### src/include/lpc_pkg.sv
// constants for the link control packet codec
package lpc_pkg;
  localparam logic [5:0] CMD_IDLE = 6'h00;
  localparam logic [5:0] CMD_FLUSH = 6'h02;
  localparam logic [5:0] CMD_READ_REPLY = 6'h30;
  localparam logic [5:0] CMD_TARGET_DONE = 6'h33;
  localparam logic [5:0] CMD_EXT_FLOW = 6'h37;
  localparam logic [5:0] CMD_BROADCAST = 6'h3a;
  localparam logic [5:0] CMD_FENCE = 6'h3c;
  localparam logic [5:0] CMD_ATOMIC = 6'h3d;
  localparam logic [5:0] CMD_EXT_DWORD = 6'h3e;
  localparam logic [1:0] SEL_ADDR_EXT = 2'h0;
  localparam logic [1:0] SEL_SRC_EXT = 2'h2;
  localparam logic [1:0] KIND_UNTRANSLATED = 2'h0;
  localparam logic [1:0] KIND_XLATE_REQ = 2'h1;
  localparam logic [1:0] KIND_TRANSLATED = 2'h2;
  localparam int CMD_LSB = 0;
  localparam int SEL_LSB = 6;
  localparam int FUNC_LSB = 8;
  localparam int DEV_LSB = 11;
  localparam int BUS_LSB = 16;
  localparam int KIND_LSB = 24;
  localparam int RSP_UNIT_LSB = 8;
  localparam int RSP_BRIDGE_BIT = 14;
  localparam int RSP_OVERTAKE_BIT = 15;
  localparam int RSP_ERR_LOW_BIT = 21;
  localparam int RSP_ERR_HIGH_BIT = 29;
  localparam int RSP_CHSET_LSB = 26;
  localparam logic [1:0] VC_NONE = 2'h0;
  localparam logic [1:0] VC_POSTED = 2'h1;
  localparam logic [1:0] VC_NONPOSTED = 2'h2;
  localparam logic [1:0] VC_RESPONSE = 2'h3;
  localparam logic [2:0] PT_INFO = 3'h0;
  localparam logic [2:0] PT_REQUEST = 3'h1;
  localparam logic [2:0] PT_REQ_ADDR = 3'h2;
  localparam logic [2:0] PT_REQ_ADDR_DATA = 3'h3;
  localparam logic [2:0] PT_RESPONSE = 3'h4;
  localparam logic [2:0] PT_RESP_DATA = 3'h5;
  localparam logic [2:0] PT_EXTENSION = 3'h6;
  localparam logic [2:0] PT_RESERVED = 3'h7;
endpackage : lpc_pkg

### src/design/lpc_codec.sv
// link control packet codec: extension insertion, decode and response build
//
// Summary of operation
// - source extension: selector 10b, code 111110b, ids, kind
// - never emit selector 01b or 11b
// - kind 00b untranslated, 10b translated
// - kind 01b reads only; 11b never generated
// - request without source extension means untranslated
// - forwarded source identity kept unchanged
// - crc recompute flagged for forwarded packets when generation disabled
// - unambiguous bridged source: secondary bus, its ids
// - ambiguous bridged source: own bus, device, function
// - originated packets use own bus register ids
// - response is four bytes with fixed fields
// - six-bit code gives type, channel, options
// - 000000 idle info, no channel
// - sized write: bit5 posted, address and data
// - sized read: nonposted, bit3 may overtake posted
// - bit2 dword length, bit1 isochronous
// - bit0 coherent; forced 1 off host memory
// - 110000 read reply, 110011 target done
// - 110111 extended flow credit info packet
// - 000010 flush nonposted, 111100 fence posted
// - 111110 extension dword, no channel
// - extension kind from first bit-time bits 7:6
// - source extension sent before address extension
// - reserved code flags protocol error
// - 111010 broadcast posted, 111101 atomic nonposted
`timescale 1ns/1ps
module lpc_codec
  import lpc_pkg::*;
(
  input wire logic sys_clk_in, // 50 MHz clock
  input wire logic rst_b_in, // async reset, active low
  // transmit request side
  input wire logic tx_valid_in, // request dword offered
  input wire logic [31:0] tx_req_in, // request first dword
  input wire logic tx_has_addr_ext_in, // address extension wanted
  input wire logic [31:0] tx_addr_ext_in, // address extension dword
  input wire logic [1:0] tx_src_mode_in, // 0 originate 1 forward 2 bridge
  input wire logic tx_src_known_in, // bridged source unambiguous
  input wire logic [7:0] tx_fwd_bus_in, // forwarded or secondary bus
  input wire logic [4:0] tx_fwd_dev_in, // forwarded or bridged device
  input wire logic [2:0] tx_fwd_func_in, // forwarded or bridged function
  input wire logic [1:0] tx_addr_kind_in, // wanted address kind
  input wire logic tx_non_host_in, // target not host memory
  input wire logic source_ident_generate_enable_in, // generate source ext
  input wire logic [7:0] own_bus_in, // bus number register
  input wire logic [4:0] own_dev_in, // own device number
  input wire logic [2:0] own_func_in, // own function number
  output logic tx_ready_out, // request accepted
  output logic tx_dw_valid_out, // dword on link
  output logic [31:0] tx_dw_out, // outgoing dword
  output logic tx_crc_regen_out, // forwarded packet needs new crc
  // response build
  input wire logic rsp_build_in, // build a response
  input wire logic rsp_with_data_in, // read reply instead of done
  input wire logic rsp_overtake_in, // may overtake posted
  input wire logic rsp_bridge_in, // bridge bit
  input wire logic [4:0] rsp_unit_in, // originator unit number
  input wire logic rsp_err_low_in, // low error flag
  input wire logic rsp_err_high_in, // high error flag
  input wire logic [2:0] rsp_chset_in, // response channel set
  output logic rsp_valid_out, // response ready
  output logic [31:0] rsp_dw_out, // four byte response
  // receive side
  input wire logic rx_valid_in, // incoming control dword
  input wire logic [31:0] rx_dw_in, // incoming dword
  output logic rx_req_valid_out, // merged entry ready
  output logic [31:0] rx_req_out, // request first dword
  output logic [31:0] rx_addr_ext_out, // address extension or zero
  output logic rx_has_src_out, // source extension present
  output logic [15:0] rx_src_id_out, // bus, device, function
  output logic [1:0] rx_addr_kind_out, // effective address kind
  output logic [2:0] rx_pkt_type_out, // packet type
  output logic [1:0] rx_vchan_out, // virtual channel
  output logic [3:0] rx_opts_out, // option bits of sized cmds
  output logic rx_proto_err_out // protocol error pulse
);
  typedef enum logic [1:0] {TX_IDLE, TX_SRC, TX_ADDR, TX_REQ} lpc_tx_t;
  lpc_tx_t tx_state_q;
  logic [31:0] tx_req_q, tx_addr_q, tx_src_q;
  logic tx_addr_ext_q;
  logic [7:0] sel_bus;
  logic [4:0] sel_dev;
  logic [2:0] sel_func;
  logic [1:0] sel_kind;
  logic [31:0] req_fixed;

  // source identity selection
  always_comb
  begin
    sel_bus = own_bus_in;
    sel_dev = own_dev_in;
    sel_func = own_func_in;
    if (tx_src_mode_in == 2'h1 || (tx_src_mode_in == 2'h2 && tx_src_known_in))
    begin
      sel_bus = tx_fwd_bus_in;
      sel_dev = tx_fwd_dev_in;
      sel_func = tx_fwd_func_in;
    end
    // ambiguous bridged source falls back to own ids
    sel_kind = tx_addr_kind_in;
    if (tx_addr_kind_in == 2'h3 ||
        (tx_addr_kind_in == KIND_XLATE_REQ && tx_req_in[5:4] != 2'h1))
      sel_kind = KIND_UNTRANSLATED;
    req_fixed = tx_req_in;
    // sized reads and writes must mark non-host access coherent
    if ((tx_req_in[5:4] == 2'h1 || tx_req_in[5:3] == 3'h1 || tx_req_in[5:3] == 3'h5) &&
        tx_non_host_in)
      req_fixed[0] = 1'b1;
  end

  assign tx_ready_out = (tx_state_q == TX_IDLE);

  logic tx_take;
  assign tx_take = tx_valid_in && tx_ready_out;

  // sequencer: the dwords of one request leave on back-to-back cycles
  always_ff @(posedge sys_clk_in or negedge rst_b_in)
  begin
    if (!rst_b_in)
      tx_state_q <= TX_IDLE;
    else
    begin
      case (tx_state_q)
        TX_IDLE:
        begin
          if (tx_valid_in)
          begin
            if (source_ident_generate_enable_in)
              tx_state_q <= TX_SRC;
            else if (tx_has_addr_ext_in)
              tx_state_q <= TX_ADDR;
            else
              tx_state_q <= TX_REQ;
          end
        end
        TX_SRC: tx_state_q <= tx_addr_ext_q ? TX_ADDR : TX_REQ;
        TX_ADDR: tx_state_q <= TX_REQ;
        TX_REQ: tx_state_q <= TX_IDLE;
        default: tx_state_q <= TX_IDLE;
      endcase
    end
  end

  // captured on acceptance so the requester may change its inputs while we send
  always_ff @(posedge sys_clk_in or negedge rst_b_in)
  begin
    if (!rst_b_in)
    begin
      tx_req_q <= 32'h0;
      tx_addr_q <= 32'h0;
      tx_src_q <= 32'h0;
      tx_addr_ext_q <= 1'b0;
    end
    else if (tx_take)
    begin
      tx_req_q <= req_fixed;
      tx_addr_q <= {tx_addr_ext_in[31:8], SEL_ADDR_EXT, CMD_EXT_DWORD};
      tx_addr_ext_q <= tx_has_addr_ext_in;
      tx_src_q <= {6'h0, sel_kind, sel_bus, sel_dev, sel_func,
                   SEL_SRC_EXT, CMD_EXT_DWORD};
    end
  end

  // one dword per cycle while sending; the last dword stays on the bus after
  always_ff @(posedge sys_clk_in or negedge rst_b_in)
  begin
    if (!rst_b_in)
    begin
      tx_dw_valid_out <= 1'b0;
      tx_dw_out <= 32'h0;
    end
    else
    begin
      tx_dw_valid_out <= (tx_state_q != TX_IDLE);
      case (tx_state_q)
        TX_SRC: tx_dw_out <= tx_src_q;
        TX_ADDR: tx_dw_out <= tx_addr_q;
        TX_REQ: tx_dw_out <= tx_req_q;
        default: tx_dw_out <= tx_dw_out;
      endcase
    end
  end

  // level flag, held until the next accepted request
  always_ff @(posedge sys_clk_in or negedge rst_b_in)
  begin
    if (!rst_b_in)
      tx_crc_regen_out <= 1'b0;
    else if (tx_take)
      tx_crc_regen_out <= (tx_src_mode_in == 2'h1) &&
                          !source_ident_generate_enable_in;
  end

  // response packet
  always_ff @(posedge sys_clk_in or negedge rst_b_in)
  begin
    if (!rst_b_in)
    begin
      rsp_valid_out <= 1'b0;
      rsp_dw_out <= 32'h0;
    end
    else
    begin
      rsp_valid_out <= rsp_build_in;
      if (rsp_build_in)
      begin
        rsp_dw_out <= 32'h0;
        rsp_dw_out[5:0] <= rsp_with_data_in ? CMD_READ_REPLY : CMD_TARGET_DONE;
        rsp_dw_out[RSP_OVERTAKE_BIT] <= rsp_overtake_in;
        rsp_dw_out[RSP_BRIDGE_BIT] <= rsp_bridge_in;
        rsp_dw_out[RSP_UNIT_LSB +: 5] <= rsp_unit_in;
        rsp_dw_out[RSP_ERR_LOW_BIT] <= rsp_err_low_in;
        rsp_dw_out[RSP_ERR_HIGH_BIT] <= rsp_err_high_in;
        rsp_dw_out[RSP_CHSET_LSB +: 3] <= rsp_chset_in;
      end
    end
  end

  // command decode of incoming dword
  logic [5:0] rc;
  logic [2:0] d_type;
  logic [1:0] d_vc;
  logic [3:0] d_opt;
  always_comb
  begin
    rc = rx_dw_in[5:0];
    d_type = PT_RESERVED;
    d_vc = VC_NONE;
    d_opt = 4'h0;
    if (rc == CMD_IDLE || rc == CMD_EXT_FLOW)
    begin
      // info packets still make an entry so flow credits reach the consumer
      d_type = PT_INFO;
      d_vc = VC_NONE;
    end
    else if (rc == CMD_FLUSH)
    begin
      d_type = PT_REQUEST;
      d_vc = VC_NONPOSTED;
    end
    else if (rc == CMD_FENCE)
    begin
      d_type = PT_REQUEST;
      d_vc = VC_POSTED;
    end
    else if (rc[5:3] == 3'h1 || rc[5:3] == 3'h5)
    begin
      d_type = PT_REQ_ADDR_DATA;
      d_vc = rc[5] ? VC_POSTED : VC_NONPOSTED;
      d_opt = {1'b0, rc[2:0]};
    end
    else if (rc[5:4] == 2'h1)
    begin
      d_type = PT_REQ_ADDR;
      d_vc = VC_NONPOSTED;
      d_opt = rc[3:0];
    end
    else if (rc == CMD_READ_REPLY)
    begin
      d_type = PT_RESP_DATA;
      d_vc = VC_RESPONSE;
    end
    else if (rc == CMD_TARGET_DONE)
    begin
      d_type = PT_RESPONSE;
      d_vc = VC_RESPONSE;
    end
    else if (rc == CMD_BROADCAST)
    begin
      d_type = PT_REQ_ADDR;
      d_vc = VC_POSTED;
    end
    else if (rc == CMD_ATOMIC)
    begin
      d_type = PT_REQ_ADDR_DATA;
      d_vc = VC_NONPOSTED;
    end
    else if (rc == CMD_EXT_DWORD)
    begin
      d_type = PT_EXTENSION;
      d_vc = VC_NONE;
    end
  end

  // extension holding and merge
  logic rx_src_held_q, rx_addr_held_q;
  logic [31:0] rx_src_q, rx_addr_q;
  logic ext_bad;
  logic rx_take_ext;
  logic rx_take_err;
  logic rx_take_req;
  assign ext_bad = (d_type == PT_EXTENSION) &&
                   (rx_dw_in[7:6] == 2'h1 || rx_dw_in[7:6] == 2'h3 ||
                    (rx_dw_in[7:6] == SEL_SRC_EXT && rx_addr_held_q));
  assign rx_take_ext = rx_valid_in && (d_type == PT_EXTENSION) && !ext_bad;
  assign rx_take_err = rx_valid_in && (d_type == PT_RESERVED || ext_bad);
  assign rx_take_req = rx_valid_in && (d_type != PT_EXTENSION) && (d_type != PT_RESERVED);

  // held extensions live only until the next request or error; an error drops
  // them so a stray extension cannot attach itself to a later request
  always_ff @(posedge sys_clk_in or negedge rst_b_in)
  begin
    if (!rst_b_in)
    begin
      rx_src_held_q <= 1'b0;
      rx_addr_held_q <= 1'b0;
      rx_src_q <= 32'h0;
      rx_addr_q <= 32'h0;
    end
    else if (rx_take_ext)
    begin
      if (rx_dw_in[7:6] == SEL_SRC_EXT)
      begin
        rx_src_held_q <= 1'b1;
        rx_src_q <= rx_dw_in;
      end
      else
      begin
        rx_addr_held_q <= 1'b1;
        rx_addr_q <= rx_dw_in;
      end
    end
    else if (rx_take_err || rx_take_req)
    begin
      rx_src_held_q <= 1'b0;
      rx_addr_held_q <= 1'b0;
    end
  end

  // one merged entry; its fields hold until the next entry
  always_ff @(posedge sys_clk_in or negedge rst_b_in)
  begin
    if (!rst_b_in)
    begin
      rx_req_out <= 32'h0;
      rx_addr_ext_out <= 32'h0;
      rx_has_src_out <= 1'b0;
      rx_src_id_out <= 16'h0;
      rx_addr_kind_out <= 2'h0;
      rx_pkt_type_out <= 3'h0;
      rx_vchan_out <= 2'h0;
      rx_opts_out <= 4'h0;
    end
    else if (rx_take_req)
    begin
      rx_req_out <= rx_dw_in;
      rx_pkt_type_out <= d_type;
      rx_vchan_out <= d_vc;
      rx_opts_out <= d_opt;
      rx_addr_ext_out <= rx_addr_held_q ? {rx_addr_q[31:8], 8'h0} : 32'h0;
      rx_has_src_out <= rx_src_held_q;
      rx_src_id_out <= rx_src_held_q ? rx_src_q[BUS_LSB-8 +: 16] : 16'h0;
      rx_addr_kind_out <= rx_src_held_q ? rx_src_q[KIND_LSB +: 2]
                                        : KIND_UNTRANSLATED;
    end
  end

  // entry valid and protocol error are single-cycle pulses
  always_ff @(posedge sys_clk_in or negedge rst_b_in)
  begin
    if (!rst_b_in)
    begin
      rx_req_valid_out <= 1'b0;
      rx_proto_err_out <= 1'b0;
    end
    else
    begin
      rx_req_valid_out <= rx_take_req;
      rx_proto_err_out <= rx_take_err;
    end
  end
endmodule : lpc_codec

### config.mk
export PLATFORM = sky130hd
export DESIGN_NAME = lpc_codec
export DESIGN_NICKNAME = d
export VERILOG_FILES = /design/src/include/lpc_pkg.sv /design/src/design/lpc_codec.sv
export SDC_FILE = /design/constraint.sdc
export NUM_CORES = 1
export LEC_CHECK = 0
export BUFFER_PORTS_ARGS = -buffer_cell sky130_fd_sc_hd__buf_2
export CAP_MARGIN = 10
export CORE_ASPECT_RATIO = 1.75
export CORE_MARGIN = 2
export CORE_UTILIZATION = 33
export CTS_CLUSTER_DIAMETER = 50
export DETAILED_ROUTE_END_ITERATION = 7
export GPL_TIMING_DRIVEN = 0
export PLACE_DENSITY_LB_ADDON = 0.05
export SYNTH_ARGS = -nofsm -noshare
export SYNTH_HDL_FRONTEND = slang
export SYNTH_SLANG_ARGS = --single-unit
### constraint.sdc
create_clock -name sys_clk_in -period 2.4 [get_ports sys_clk_in]
set_input_delay 0.12 -clock sys_clk_in [delete_from_list [all_inputs] [get_ports sys_clk_in]]
set_output_delay 0.12 -clock sys_clk_in [all_outputs]
set_load 0.05 [all_outputs]
# [After elaboration in Yosys (flattened, before gate mapping)]
# Cells that the tools add are included.
[classes] mux=45 bitwise_logic=1 n_reduce_logical=33 n_eq_ne=32
[ops] cell="one-hot mux 32 bit (3 select lines)" count=1
[ops] cell="== test 6 bit, second input constant" count=7
[ops] cell="2-to-1 mux 32 bit" count=1
[ops] cell="2-to-1 mux 2 bit" count=15
[ops] cell="2-to-1 mux 3 bit" count=10
[ops] cell="2-to-1 mux 4 bit" count=5
[ops] cell="2-to-1 mux 16 bit" count=1
[ops] cell="== test 2 x 1 -> 1 bit, second input constant" count=6
[ops] cell="== test 2 bit, second input constant" count=6
[ops] cell="== test 3 bit, second input constant" count=4
[ops] cell="logical AND 1 bit" count=12
[ops] cell="logical OR 1 bit" count=10
[ops] cell="2-to-1 mux 1 bit" count=9
[ops] cell="2-to-1 mux 8 bit" count=1
[ops] cell="one-hot mux 2 bit (4 select lines)" count=1
[ops] cell="AND reduction 2 bit" count=4
[ops] cell="== test 3 x 1 -> 1 bit, second input constant" count=2
[ops] cell="== test 6 x 2 -> 1 bit, second input constant" count=1
[ops] cell="logical NOT 6 bit" count=1
[ops] cell="!= test 3 bit, second input constant" count=2
[ops] cell="2-to-1 mux 5 bit" count=1
[ops] cell="!= test 2 x 1 -> 1 bit, second input constant" count=2
[ops] cell="!= test 2 bit, second input constant" count=2
[ops] cell="nonzero test 2 bit" count=2
[ops] cell="other kinds (4)" count=5
[word_totals] elab_cells=135 input_bits=154 ff_bits=295 output_inout_bits=162

# [Longest topological paths before layout]
[depth] depth_word=18 mapped_depth=8

# [Worst setup path before layout]
# Ideal clock, no wire load.
[synth_path] kind="input to register" start="input rx_dw_in[1]" end="register rx_src_q[16]" t_arrival_ns=2.002 setup_time_ns=0.127 stages=7 setup_slack_ns=0.270 path_cell_list="buf_4 -> or2b_1 -> a21oi_1 -> or4_4 -> nor4_4 -> buf_6 -> mux2_1"
[synth_between] elab_chain_cells=16
[synth_rtl] element="from (decl)" line="lpc_codec.sv:68" rtl="input wire logic [31:0] rx_dw_in,"
[synth_rtl] element="== test 6 bit" line="lpc_codec.sv:281" rtl="else if (rc == CMD_EXT_DWORD)"
[synth_rtl] element="2-to-1 mux 1 bit" line="lpc_codec.sv:281"
[synth_rtl] element="2-to-1 mux 3 bit" line="lpc_codec.sv:276" rtl="else if (rc == CMD_ATOMIC)"
[synth_rtl] element="2-to-1 mux 3 bit" line="lpc_codec.sv:271" rtl="else if (rc == CMD_BROADCAST)"
[synth_rtl] element="2-to-1 mux 3 bit" line="lpc_codec.sv:266" rtl="else if (rc == CMD_TARGET_DONE)"
[synth_rtl] element="2-to-1 mux 3 bit" line="lpc_codec.sv:261" rtl="else if (rc == CMD_READ_REPLY)"
[synth_rtl] element="2-to-1 mux 3 bit" line="lpc_codec.sv:255" rtl="else if (rc[5:4] == 2'h1)"
[synth_rtl] element="2-to-1 mux 3 bit" line="lpc_codec.sv:249" rtl="else if (rc[5:3] == 3'h1 || rc[5:3] == 3'h5)"
[synth_rtl] element="2-to-1 mux 3 bit" line="lpc_codec.sv:244" rtl="else if (rc == CMD_FENCE)"
[synth_rtl] element="2-to-1 mux 3 bit" line="lpc_codec.sv:239" rtl="else if (rc == CMD_FLUSH)"
[synth_rtl] element="2-to-1 mux 3 bit (*)" line="lpc_codec.sv:233" rtl="if (rc == CMD_IDLE || rc == CMD_EXT_FLOW)"
[synth_rtl] element="== test 3 bit (*)" line="lpc_codec.sv:295, lpc_codec.sv:298"
[synth_rtl] element="logical AND 1 bit" line="lpc_codec.sv:295" rtl="assign ext_bad = (d_type == PT_EXTENSION) &&"
[synth_rtl] element="logical NOT 1 bit" line="lpc_codec.sv:298" rtl="assign rx_take_ext = rx_valid_in && (d_type == PT_EXTENSION) && !ext_bad;"
[synth_rtl] element="logical AND 1 bit (*)" line="lpc_codec.sv:298"
[synth_rtl] element="AND reduction 2 bit (no source line) (*)"
[synth_rtl] element="to (signal assigned)" line="lpc_codec.sv:318" rtl="rx_src_q <= rx_dw_in;"
[synth_rtl] element="to (decl)" line="lpc_codec.sv:290" rtl="logic [31:0] rx_src_q, rx_addr_q;"
# Mark *: on every way between the ends. The rest lies on a longest branch, timed or not.
# A chain may end at the register's enable or synchronous reset.

# [Worst setup path in the final report]
[layout_path] start="register tx_state_q[0]" end="register tx_addr_q[23]"
[layout_between] elab_chain_cells=2
[layout_rtl] element="from (decl)" line="lpc_codec.sv:81" rtl="lpc_tx_t tx_state_q;"
[layout_rtl] element="from (signal assigned)" line="lpc_codec.sv:139" rtl="TX_SRC: tx_state_q <= tx_addr_ext_q ? TX_ADDR : TX_REQ;"
[layout_rtl] element="logical NOT 2 bit" line="lpc_codec.sv:114" rtl="assign tx_ready_out = (tx_state_q == TX_IDLE);"
[layout_rtl] element="logical AND 1 bit" line="lpc_codec.sv:117" rtl="assign tx_take = tx_valid_in && tx_ready_out;"
[layout_rtl] element="to (signal assigned)" line="lpc_codec.sv:160" rtl="tx_addr_q <= {tx_addr_ext_in[31:8], SEL_ADDR_EXT, CMD_EXT_DWORD};"
[layout_rtl] element="to (decl)" line="lpc_codec.sv:82" rtl="logic [31:0] tx_req_q, tx_addr_q, tx_src_q;"
# Every way passes these cells.

==> results_dict.tcl <==
set metrics [dict create \
    outcome "finished, final reports clean" \
    clkSlewWorstSetupHoldPaths_ns 0.06 \
    cts.sinks 257 \
    cpPeakStageDelay_ns 0.60 \
    cap_violations 0 \
    final_max_slew_viol_count 0 \
    area_growth_pct 41.8 \
    p_sw_frac 0.380 \
    crit_path_end_kind "flip-flop" \
    worstPathMaxFanout 10 \
    worst_slew_pin_slew_ns 0.803 \
    clkLatencyLatePin_ns 0.55 \
    synth_ff_type "dfrtp_1" \
    hold_path_class "input pin to flip-flop" \
    hold_viol_final 0 \
    routed_wl_mm 30.9 \
    grt_pass1_vias 8557 \
    post-route-util 0.476 \
    fin_nets 1527 \
    cp.required_ns 2.82 \
    timing.final.crit_share 0.904 \
    p_leak_nw 7.23 \
    insertedDiodeCount 0 \
    io_pins 316 \
    layout_commonest_cell "buf_2" \
    criticalPathCategory "flip-flop to flip-flop" \
    avgRoutedWirePerCell_um 17.3 \
    fp.dieW_um 140 \
    synth_edf_count 0 \
    path_cells "inv_1, ha_1, nand2_1, buf_1, mux2_2" \
    ys_ff_latch 257 \
    clock_path_buffers 3 \
    row_count 86 \
    gp_congestion 0.815 \
    cp-start-kind "flip-flop" \
    antenna_found_initial 0 \
    drive_gt1_frac 0.366 \
    syn-instance-count 886 \
    yosys_warnings 0 \
    synth_area_per_cell_um2 12.0 \
    cp.arrival_ns 2.59 \
    start_util 0.336 \
    fin_cells 1785 \
    grt_usage 0.180 \
    dp.cells 1588 \
    whs_ns 0.0423 \
    fillCellCount 3015 \
    dr_wl_met2_mm 17.4 \
    synth_top_area_frac 0.606 \
    io_buffers 281 \
    setup_viol 0 \
    cts_buffers 28 \
    grt_max_degree 112 \
    grt_pass1_wl_mm 47.7 \
    cts_max_level 1 \
    switchingPower_mw 6.21 \
    final_cell_mix "285 x buf_2, 257 x dfrtp_1, 144 x nand2_1" \
    pwr-share-clk 0.261 \
    first_pass_iters 5 \
    wl_met1_mm 11.5 \
    dieArea_um2 33700 \
    rsz0062_at_grt "false" \
    clockRootBuffer "clkbuf_16" \
    p_comb_frac 0.353 \
    grt_overflow 0 \
    p_per_area_nw_per_um2 1090 \
    p_int_mw 10.1 \
    relSlewSlack 0.465 \
    synth_area_um2 10600 \
    cts_tree "yes" \
    fmax_ghz 0.461 \
    finalWorstSetupSlack_ns 0.232 \
    share_seq_of_total_power 0.385 \
    drt_iter0_drc 253 \
    routed-via-count 8281 \
    ys_seq_area_frac 0.606 \
    yosys-top-cells-area "dfrtp_1 61%, mux2_2 14%, nand2_1 5.1%" \
    yosys.area.top_type "dfrtp_1" \
    viasPerCell 4.64 \
    drc_errors 0 \
    power_mw 16.3 \
    min_period_ns 2.17 \
    die_y_um 241 \
    slowest_stage "buf_1" \
    top_layer "met4" \
    pre_cts_slack_ns -0.406 \
    dr_wl_met3_mm 1.46 \
    dpl.hpwl_mm 22.4 \
    synthArstFlopShare 1.00 \
    irDropWorstVdd_mv 0.927 \
    ant_nets 0 \
    finalClockSkew_ns 0.0145 \
    yosysUniqueCellTypes 42 \
    coreArea_um2 31600 \
]
-- cell type report --
type	instances	area [µm²]	share of cell area
inverter	32	120	0.00798
clock inverter	12	104	0.00690
tap	396	495	0.0329
buffer	81	433	0.0288
sequential	257	6430	0.427
multi-input combinational	539	3740	0.249
clock buffer	39	803	0.0534
timing repair buffer	429	2920	0.194
-- what timing repair did --
action | in CTS | in global routing
buffers inserted | 0 | 5
hold buffers | 141 | 0
pin swaps | 0 | 1
endpoints found under the setup margin | 20 | 52
endpoints found under the hold margin | 250 | 0
gates resized for setup | 3 | 10
-- layer usage --
metal	global-route usage	vias to the layer above
met2	0.355	233
li1	-	3981
met3	0.0338	32
met5	0	-
met1	0.194	4035
met4	0.0509	0
-- cell families after synthesis --
family          synth area share
flops                      0.606
compound gates             0.105
simple gates              0.0671
mux                        0.163
buf+inv                   0.0515
fa+ha+maj                0.00589
other cells             0.000353
xor+xnor                0.000825
-- critical path, delay by kind of cell (launching register included) --
kind	cells	cell delay [ns]
adders and majority gates	1	0.29
buffers and inverters	2	0.70
DFF	1	0.40
muxes	1	0.41
and+or+nand+nor	1	0.24
-- power groups by stage --
| stage | clock network [mW] | logic, mW | registers, mW |
|---|---|---|---|
| final | 4.27 | 5.77 | 6.29 |
| after global routing | 4.61 | 6.28 | 6.46 |
| after CTS | 4.42 | 5.88 | 6.30 |
| after detailed placement | 0 | 5.67 | 6.37 |
| after global placement | 0 | 5.59 | 6.34 |
| after floorplan | 0 | 2.52 | 7.77 |
-- path summary, 6_finish.rpt --
path,from,end,slack [ns],cells past startpoint
hold / removal,rx_dw_in[0],rx_opts_out[0],0.04,4
min in group asynchronous,rst_b_in,rx_req_out[8],0.07,2
setup reg to reg,tx_state_q[0],tx_addr_q[23],0.23,5
hold reg to reg,rx_src_id_out[5],rx_src_id_out[5],0.47,2
max in group asynchronous,rst_b_in,tx_addr_q[23],0.97,4
setup / recovery,tx_state_q[0],tx_addr_q[23],0.23,5
-- sequential cells by signal, indices dropped and copies added, names as in the netlist, 2 cells and up --
| signal | count |
|---|---|
| rx_opts_out | 4 |
| rx_req_out | 32 |
| tx_src_q | 19 |
| rx_addr_q | 24 |
| tx_req_q | 32 |
| rx_pkt_type_out | 3 |
| tx_state_q | 2 |
| rx_addr_ext_out | 24 |
| tx_dw_out | 32 |
| rsp_dw_out | 14 |
| rx_vchan_out | 2 |
| rx_src_q | 18 |
| rx_addr_kind_out | 2 |
| rx_src_id_out | 16 |
| tx_addr_q | 24 |
-- cells in the mapped netlist, drive strengths merged (7+ instances only) --
master and n:
dfrtp 257, nand2 144, mux2 138, o21ai 90, clkbuf 42, buf 39, inv 32, a21oi 30
a211oi 19, a22o 19, mux2i 18, a22oi 8, nor2 7
-- metrics by stage --
stage | area, µm² | setup TNS [ns]
after floorplan | 10700 | 0
final | 15000 | 0
after global routing | 15000 | 0
after global placement | 12600 | -1027.87
after CTS | 15000 | 0
after detailed placement | 12700 | -39.86
(Power assumes the default switching activity.)
